[src/hdl/sst_pkg.sv]
// Package: constants and types of the safe stop trip handler
package sst_pkg;
   // =====================================================
   // Register map (word offsets on the plain port)
   localparam logic [3:0] ADDR_MODE = 4'h0;
   localparam logic [3:0] ADDR_CTRL = 4'h1;
   localparam logic [3:0] ADDR_STATUS = 4'h2;
   localparam logic [3:0] ADDR_EVENT = 4'h3;
   // =====================================================
   // Mode values
   localparam logic [3:0] MODE_OFF = 4'h0;
   localparam logic [3:0] MODE_STOP_ALARM = 4'h1;
   localparam logic [3:0] MODE_STOP_WARN = 4'h3;
   localparam logic [3:0] MODE_THERM_ALARM = 4'h4;
   localparam logic [3:0] MODE_THERM_WARN = 4'h5;
   localparam logic [3:0] MODE_BOTH_ALARM = 4'h6;
   localparam logic [3:0] MODE_BOTH_WARN = 4'h7;
   localparam logic [3:0] MODE_THERM_A_RELAY_W = 4'h8;
   localparam logic [3:0] MODE_THERM_W_RELAY_A = 4'h9;
   localparam logic [3:0] MODE_RESET = MODE_STOP_ALARM;
   // =====================================================
   // Event codes
   localparam logic [7:0] CODE_NONE = 8'h00;
   localparam logic [7:0] CODE_RELAY = 8'h44;
   localparam logic [7:0] CODE_THERM = 8'h47;
   localparam logic [7:0] CODE_DANGER = 8'h48;
   // =====================================================
   // Status and control fields
   localparam int ST_COAST = 0;
   localparam int ST_LATCH = 1;
   localparam int ST_ALARM = 2;
   localparam int ST_WARN = 3;
   localparam int ST_THERM = 4;
   localparam int ST_RELAY = 5;
   localparam int ST_DANGER = 6;
   localparam int ST_REFUSED = 7;
   localparam int CTRL_RESET = 0;
   localparam int CTRL_DANGER_CLR = 1;
   // Synchroniser reset level for active-low pins
   localparam logic SYNC_IDLE_N = 1'b1;
   typedef enum logic [1:0] {
      SST_RUN,
      SST_WARN,
      SST_LATCH
   } sst_state_t;
endpackage

[src/hdl/sst_sync.sv]
// Two-flop synchroniser for a pin level
`timescale 1ns/1ns
module sst_sync #(
   parameter logic RST_VAL = 1'b0
) (
   input wire logic clk,
   input wire logic rst_n,
   input wire logic ce,
   input wire logic d,
   output logic q
);
   logic meta;
   always_ff @(posedge clk or negedge rst_n) begin
      if (!rst_n) begin
         meta <= RST_VAL;
         q <= RST_VAL;
      end else if (ce) begin
         meta <= d;
         q <= meta;
      end
   end
endmodule

[src/hdl/sst_top.sv]
// Safe stop supervision: coasting, latching, reset and event report
`timescale 1ns/1ns
module sst_top (
   input wire logic CORE_CLK,
   input wire logic RST_N,
   input wire logic CE,
   input wire logic SAFE_STOP_N,
   input wire logic THERMISTOR_TRIP_INDICATOR_N,
   input wire logic CARD_PRESENT,
   input wire logic DANGER_FAULT,
   input wire logic RESET_REQ,
   input wire logic [3:0] ADDR,
   input wire logic [31:0] WDATA,
   input wire logic WR,
   input wire logic RD,
   output logic [31:0] RDATA,
   output logic COAST,
   output logic ALARM,
   output logic WARNING,
   output logic [7:0] EVENT_CODE
);
   // =====================================================
   // Pin synchronisation
   logic stop_s_n;
   logic trip_s_n;
   logic card_s;
   logic danger_s;
   logic reset_s;
   logic reset_d;
   // Active-low pins reset to idle, else a false stop latches after reset
   sst_sync #(.RST_VAL(sst_pkg::SYNC_IDLE_N)) u_stop (.clk(CORE_CLK),
      .rst_n(RST_N), .ce(CE), .d(SAFE_STOP_N), .q(stop_s_n));
   sst_sync #(.RST_VAL(sst_pkg::SYNC_IDLE_N)) u_trip (.clk(CORE_CLK),
      .rst_n(RST_N), .ce(CE), .d(THERMISTOR_TRIP_INDICATOR_N),
      .q(trip_s_n));
   sst_sync u_card (.clk(CORE_CLK), .rst_n(RST_N), .ce(CE),
      .d(CARD_PRESENT), .q(card_s));
   sst_sync u_dang (.clk(CORE_CLK), .rst_n(RST_N), .ce(CE),
      .d(DANGER_FAULT), .q(danger_s));
   sst_sync u_rst (.clk(CORE_CLK), .rst_n(RST_N), .ce(CE),
      .d(RESET_REQ), .q(reset_s));

   logic stop_act;
   logic trip_act;
   assign stop_act = ~stop_s_n;
   assign trip_act = ~trip_s_n;

   // =====================================================
   // Registers
   logic [3:0] mode;
   logic refused;
   logic sw_reset;
   logic danger_clr;
   logic reset_pulse;
   logic mode_ok;
   logic wr_mode;

   assign wr_mode = WR && (ADDR == sst_pkg::ADDR_MODE);
   always_comb begin
      case (WDATA[3:0])
         sst_pkg::MODE_OFF,
         sst_pkg::MODE_STOP_ALARM,
         sst_pkg::MODE_STOP_WARN: mode_ok = 1'b1;
         sst_pkg::MODE_THERM_ALARM,
         sst_pkg::MODE_THERM_WARN,
         sst_pkg::MODE_BOTH_ALARM,
         sst_pkg::MODE_BOTH_WARN,
         sst_pkg::MODE_THERM_A_RELAY_W,
         sst_pkg::MODE_THERM_W_RELAY_A: mode_ok = card_s;
         default: mode_ok = 1'b0;
      endcase
   end

   always_ff @(posedge CORE_CLK or negedge RST_N) begin
      if (!RST_N) begin
         mode <= sst_pkg::MODE_RESET;
         refused <= 1'b0;
      end else if (CE && wr_mode) begin
         if (mode_ok) begin
            mode <= WDATA[3:0];
         end
         refused <= ~mode_ok;
      end
   end

   always_ff @(posedge CORE_CLK or negedge RST_N) begin
      if (!RST_N) begin
         sw_reset <= 1'b0;
         danger_clr <= 1'b0;
         reset_d <= 1'b0;
      end else if (CE) begin
         sw_reset <= WR && (ADDR == sst_pkg::ADDR_CTRL) &&
            WDATA[sst_pkg::CTRL_RESET];
         danger_clr <= WR && (ADDR == sst_pkg::ADDR_CTRL) &&
            WDATA[sst_pkg::CTRL_DANGER_CLR];
         reset_d <= reset_s;
      end
   end
   // Pin reset acts on its rising edge only, so a held button cannot loop
   assign reset_pulse = sw_reset | (reset_s & ~reset_d);

   // =====================================================
   // Per-source handling
   logic therm_used;
   logic therm_alarm;
   logic relay_alarm;
   always_comb begin
      therm_used = 1'b1;
      therm_alarm = 1'b1;
      relay_alarm = 1'b1;
      case (mode)
         sst_pkg::MODE_STOP_WARN: begin
            therm_used = 1'b0;
            relay_alarm = 1'b0;
         end
         sst_pkg::MODE_THERM_WARN,
         sst_pkg::MODE_BOTH_WARN: begin
            therm_alarm = 1'b0;
            relay_alarm = 1'b0;
         end
         sst_pkg::MODE_THERM_A_RELAY_W: relay_alarm = 1'b0;
         sst_pkg::MODE_THERM_W_RELAY_A: therm_alarm = 1'b0;
         sst_pkg::MODE_THERM_ALARM,
         sst_pkg::MODE_BOTH_ALARM: therm_used = 1'b1;
         sst_pkg::MODE_OFF,
         sst_pkg::MODE_STOP_ALARM: therm_used = 1'b0;
         default: therm_used = 1'b0;
      endcase
   end

   // Source attribution: trip input present in a card mode (4 to 9) means the card caused it
   logic src_therm;
   logic alarm_src;
   logic active;
   assign active = (mode != sst_pkg::MODE_OFF) & stop_act;
   assign src_therm = therm_used & trip_act;
   assign alarm_src = src_therm ? therm_alarm : relay_alarm;

   // =====================================================
   // Stop state machine
   sst_pkg::sst_state_t state;
   sst_pkg::sst_state_t next_state;
   logic clear_ok;
   logic latched_therm;
   assign clear_ok = ~stop_act & ~trip_act;

   always_comb begin
      case (state)
         sst_pkg::SST_RUN: begin
            if (active && alarm_src) begin
               next_state = sst_pkg::SST_LATCH;
            end else if (active) begin
               next_state = sst_pkg::SST_WARN;
            end else begin
               next_state = sst_pkg::SST_RUN;
            end
         end
         sst_pkg::SST_WARN: begin
            if (active && alarm_src) begin
               next_state = sst_pkg::SST_LATCH;
            end else if (clear_ok) begin
               next_state = sst_pkg::SST_RUN;
            end else begin
               next_state = sst_pkg::SST_WARN;
            end
         end
         sst_pkg::SST_LATCH: begin
            // Only a manual reset leaves; no automatic path
            if (reset_pulse && clear_ok) begin
               next_state = sst_pkg::SST_RUN;
            end else begin
               next_state = sst_pkg::SST_LATCH;
            end
         end
         default: next_state = sst_pkg::SST_LATCH;
      endcase
   end

   always_ff @(posedge CORE_CLK or negedge RST_N) begin
      if (!RST_N) begin
         state <= sst_pkg::SST_RUN;
      end else if (CE) begin
         state <= next_state;
      end
   end

   always_ff @(posedge CORE_CLK or negedge RST_N) begin
      if (!RST_N) begin
         latched_therm <= 1'b0;
      end else if (CE && active) begin
         latched_therm <= src_therm;
      end
   end

   // =====================================================
   // Dangerous failure flag: set wins over clear
   logic danger;
   always_ff @(posedge CORE_CLK or negedge RST_N) begin
      if (!RST_N) begin
         danger <= 1'b0;
      end else if (CE) begin
         if (danger_s) begin
            danger <= 1'b1;
         end else if (danger_clr && clear_ok) begin
            danger <= 1'b0;
         end
      end
   end

   // =====================================================
   // Outputs
   logic next_coast;
   logic next_alarm;
   logic next_warn;
   logic [7:0] next_code;
   assign next_coast = (next_state != sst_pkg::SST_RUN) | danger_s | danger;
   assign next_alarm = (next_state == sst_pkg::SST_LATCH) | danger_s |
      danger;
   assign next_warn = next_state == sst_pkg::SST_WARN;
   always_comb begin
      if (danger_s || danger) begin
         next_code = sst_pkg::CODE_DANGER;
      end else if (next_state == sst_pkg::SST_RUN) begin
         next_code = sst_pkg::CODE_NONE;
      end else if (active ? src_therm : latched_therm) begin
         next_code = sst_pkg::CODE_THERM;
      end else begin
         next_code = sst_pkg::CODE_RELAY;
      end
   end

   always_ff @(posedge CORE_CLK or negedge RST_N) begin
      if (!RST_N) begin
         COAST <= 1'b0;
         ALARM <= 1'b0;
         WARNING <= 1'b0;
         EVENT_CODE <= sst_pkg::CODE_NONE;
      end else if (CE) begin
         COAST <= next_coast;
         ALARM <= next_alarm;
         WARNING <= next_warn;
         EVENT_CODE <= next_code;
      end
   end

   // =====================================================
   // Read port, data one cycle after the strobe
   logic [7:0] status;
   always_comb begin
      status = 8'h00;
      status[sst_pkg::ST_COAST] = COAST;
      status[sst_pkg::ST_LATCH] = state == sst_pkg::SST_LATCH;
      status[sst_pkg::ST_ALARM] = ALARM;
      status[sst_pkg::ST_WARN] = WARNING;
      status[sst_pkg::ST_THERM] = trip_act;
      status[sst_pkg::ST_RELAY] = stop_act;
      status[sst_pkg::ST_DANGER] = danger;
      status[sst_pkg::ST_REFUSED] = refused;
   end

   always_ff @(posedge CORE_CLK or negedge RST_N) begin
      if (!RST_N) begin
         RDATA <= 32'h0000_0000;
      end else if (CE) begin
         if (RD) begin
            case (ADDR)
               sst_pkg::ADDR_MODE: RDATA <= {28'h0000000, mode};
               sst_pkg::ADDR_STATUS: RDATA <= {24'h000000, status};
               sst_pkg::ADDR_EVENT: RDATA <= {24'h000000, EVENT_CODE};
               default: RDATA <= 32'h0000_0000;
            endcase
         end else begin
            RDATA <= 32'h0000_0000;
         end
      end
   end
endmodule

[config.mk]
export PLATFORM = sky130hd
export DESIGN_NAME = sst_top
export DESIGN_NICKNAME = d
export VERILOG_FILES = /design/src/hdl/sst_pkg.sv /design/src/hdl/sst_sync.sv /design/src/hdl/sst_top.sv
export SDC_FILE = /design/constraint.sdc
export NUM_CORES = 1
export LEC_CHECK = 0
export BUFFER_PORTS_ARGS = -buffer_cell sky130_fd_sc_hd__buf_2
export CAP_MARGIN = 30
export CORE_MARGIN = 2
export CORE_UTILIZATION = 46
export CTS_CLUSTER_SIZE = 20
export DETAILED_ROUTE_END_ITERATION = 6
export PLACE_DENSITY = 0.9
export SLEW_MARGIN = 20
export SYNTH_ARGS = -nofsm -noshare
export SYNTH_HDL_FRONTEND = slang
export SYNTH_SLANG_ARGS = --single-unit
[constraint.sdc]
create_clock -name CORE_CLK -period 2.7 [get_ports CORE_CLK]
set_clock_uncertainty 0.2 [all_clocks]
set_input_delay 0 -clock CORE_CLK [delete_from_list [all_inputs] [get_ports CORE_CLK]]
set_output_delay 0 -clock CORE_CLK [all_outputs]
set_load 0.005 [all_outputs]
==> flow_summary.yaml <==
outcome:
  status: "completed"
logic_synthesis:
  synthTopCellsByCount: "dfrtp_1 (32), buf_4 (28), inv_1 (19)"
  synth-seq-cells: 37
  syn_inst: 182
  synth_area_per_cell_sq_um: 10.35
  synth_largest_area_cell: "dfrtp_1"
  yosysWarnings: 0
  synth_edf_count: 0
  synth_flop_cell: "dfrtp_1"
  ys_async_sr_fraction_pct: 100.0
  ys_seq_area_share_pct: 49.50
  synth_cell_types: 37
  synth.cell_area_sq_um: 1883
  synth.most_common_cell: "dfrtp_1"
  yosysTopAreaCellShare_pct: 42.52
  synthTopCellsByArea: "dfrtp_1 (43%), buf_4 (11%), mux2_2 (11%), dfstp_2 (7.0%), inv_1 (3.8%)"
drt:
  firstDrtPassIters: 4
  ant_nets: 0
  viasPerCell: 4.781
  drt_iter0_drc: 48
  routed_wl_um: 3447
  via_count: 1377
  wl_per_cell_um: 11.97
  drcViolationCount: 0
final_layout:
  final_nets: 283
  layout-drive-gt1-share_pct: 26.47
  instances_no_fill: 288
  postLayoutCoreUtil_pct: 57.72
  syn_to_final_growth_pct: 21.73
  diodes: 0
  fill_cells: 352
sta:
  rsz0062_at_grt: "false"
  timing.final.crit_period_ps: 2511
  fin_crit_sh_pct: 92.99
  worst_slew_pin_slew_ps: 785.2
  final-setup-viol-count: 0
  slew-limit-headroom_pct: 47.66
  hold_viol: 0
  fin_setup_tns_ps: 0
  clock.fmax_mhz: 398.3
  setup_ws_ps: 189.1
  final_max_slew_viol_count: 0
placement:
  hpwl_um: 2403
  preCtsSetupSlack_ps: 426.8
  gp_congestion: 0.8445
  placed_cells: 258
  port_buffers: 33
clock_tree:
  clk_latency_ps: 290
  htreeDepth: 2
  ctsRootBufferMaster: "clkbuf_8"
  cts_setup_buffers: 0
  cts-buffers-inserted: 5
  clock_path_buffers: 2
  cts_tree: "built"
  clkTransAtPathRegs_ps: 70
  cts.sinks: 37
setup_path:
  r2r_cells: 5
  crit_required_ps: 2730
  r2r-start: "mode[2]$_DFFE_PN0P_"
  cp_data_arrival_time_ps: 2540
  start_kind: "input pin"
  crit_fanout: 5
  worstSetupPathType: "in -> reg"
  endpoint_kind: "flop"
  rrSetupSlack_ps: 430
  reg2reg_to: "EVENT_CODE[6]$_DFFE_PN0P_"
floorplanning:
  start_util_pct: 47.42
  die_y_um: 67.98
  core_sq_um: 3971
  die_area_sq_um: 4621
  fp-row-count: 23
  pin_count: 89
  die_x_um: 67.98
global_routing:
  grt_max_degree: 38
  grt_pass1_vias: 1267
  grt_overflow: 0
  grt_pass1_wl_um: 5540
  grt_usage_pct: 16.45
  antenna_found_initial: 0
pwr:
  ir_drop_mv: 0.3278
  p_leak_nw: 1.055
  p_per_area_nw_per_um2: 545.0
min_path:
  whs_endpoint: "u_stop.q$_DFFE_PN1P_"
  worstHoldPathCells: 4
  hp-start: "CE"
  hold_path_class: "in -> reg"
job:
  drv_cap: 0
-- stage by stage --
stage	hold WS, ps	area [sq um]	total power, mW
6_report	53.25	2292	1.249
5_1_grt	110.6	2292	1.320
4_1_cts	56.19	2292	1.263
3_5_place_dp	-67.09	1982	0.8494
3_3_place_gp	-82.45	1982	0.8391
2_1_floorplan	-495.6	1981	0.8138
-- kinds of logic (layout without fill, tap and decap cells) --
group,Yosys count,after routing,synth area share [%]
and+or+nand+nor,34,34,9.636
DFF,37,37,49.50
muxes,20,20,11.83
buffers and inverters,53,83,16.21
other,1,27,0.1991
AOI/OAI and AO/OA,37,37,12.63
-- layer usage --
layer	track usage, %	wire length [um]	vias to the layer above
met1	20.00	1514	652
li1	-	-	675
met5	0	0	-
met4	7.500	64	0
met2	26.82	1670	43
met3	4.934	197	7
-- cell type report --
cell class	instances	area, sq um	area share (%)
Tap cell	50	62.56	2.729
Clock buffer	8	90.09	3.930
Multi-Input combinational cell	118	743.2	32.42
Sequential cell	37	932.1	40.67
Timing Repair Buffer	56	392.9	17.14
Inverter	19	71.32	3.111
-- power breakdown --
part / internal, mW / switching (mW) / total, mW / leakage, nW
combinational: 0.105 / 0.101 / 0.206 / 0.563
sequential: 0.611 / 0.0406 / 0.651 / 0.447
clock: 0.208 / 0.184 / 0.392 / 0.0455
total: 0.924 / 0.325 / 1.25 / 1.05
-- worst max-delay path, cell delays in order --
cell and delay (ps):
dlygate4sd3_1 530, buf_2 120, nor3b_1 370, dlygate4sd3_1 640, nand3_1 170, o22ai_1 150
dlygate4sd3_1 560
-- state kept, by name, summed over array words and instances, names as in the netlist, 2 cells and up --
name / cells
EVENT_CODE: 4
mode: 4
state: 2
RDATA: 8
-- layout by cell type, fill, tap and decap left out, types with 2 or more instances in the layout --
cell type      netlist  final
buf_2                1     33
dfrtp_1             32     32
a21oi_1              4      4
dlygate4sd3_1        0     22
nor3b_1              2      2
dfstp_2              5      5
inv_1               19     19
nand3_1              2      2
o21a_1               2      2
a22oi_1              4      4
mux2_2              18     18
mux2i_1              2      2
clkbuf_8             0      6
conb_1               1     27
clkbuf_1             3      2
nor2_1               7      7
nand2b_1             4      4
o22ai_1              9      9
nand2_1             10     10
o21ai_0             10     10
-- worst max path at each step --
stage	from	end	slack, ps	depth (start not counted)
after global routing	ADDR[3]	RDATA[6]$_DFFE_PN0P_	60	7
after global placement	mode[2]$_DFFE_PN0P_	EVENT_CODE[6]$_DFFE_PN0P_	460	5
final	ADDR[3]	RDATA[6]$_DFFE_PN0P_	190	7
after floorplan	mode[2]$_DFFE_PN0P_	EVENT_CODE[6]$_DFFE_PN0P_	550	5
after CTS	ADDR[3]	RDATA[6]$_DFFE_PN0P_	170	7
after detailed placement	mode[2]$_DFFE_PN0P_	EVENT_CODE[6]$_DFFE_PN0P_	430	5
-- timing repair --
item                      CTS  global route
hold buffers               22             0
gates resized for setup     0             0
hold endpoints to repair   52             0
(Power assumes the default switching activity.)
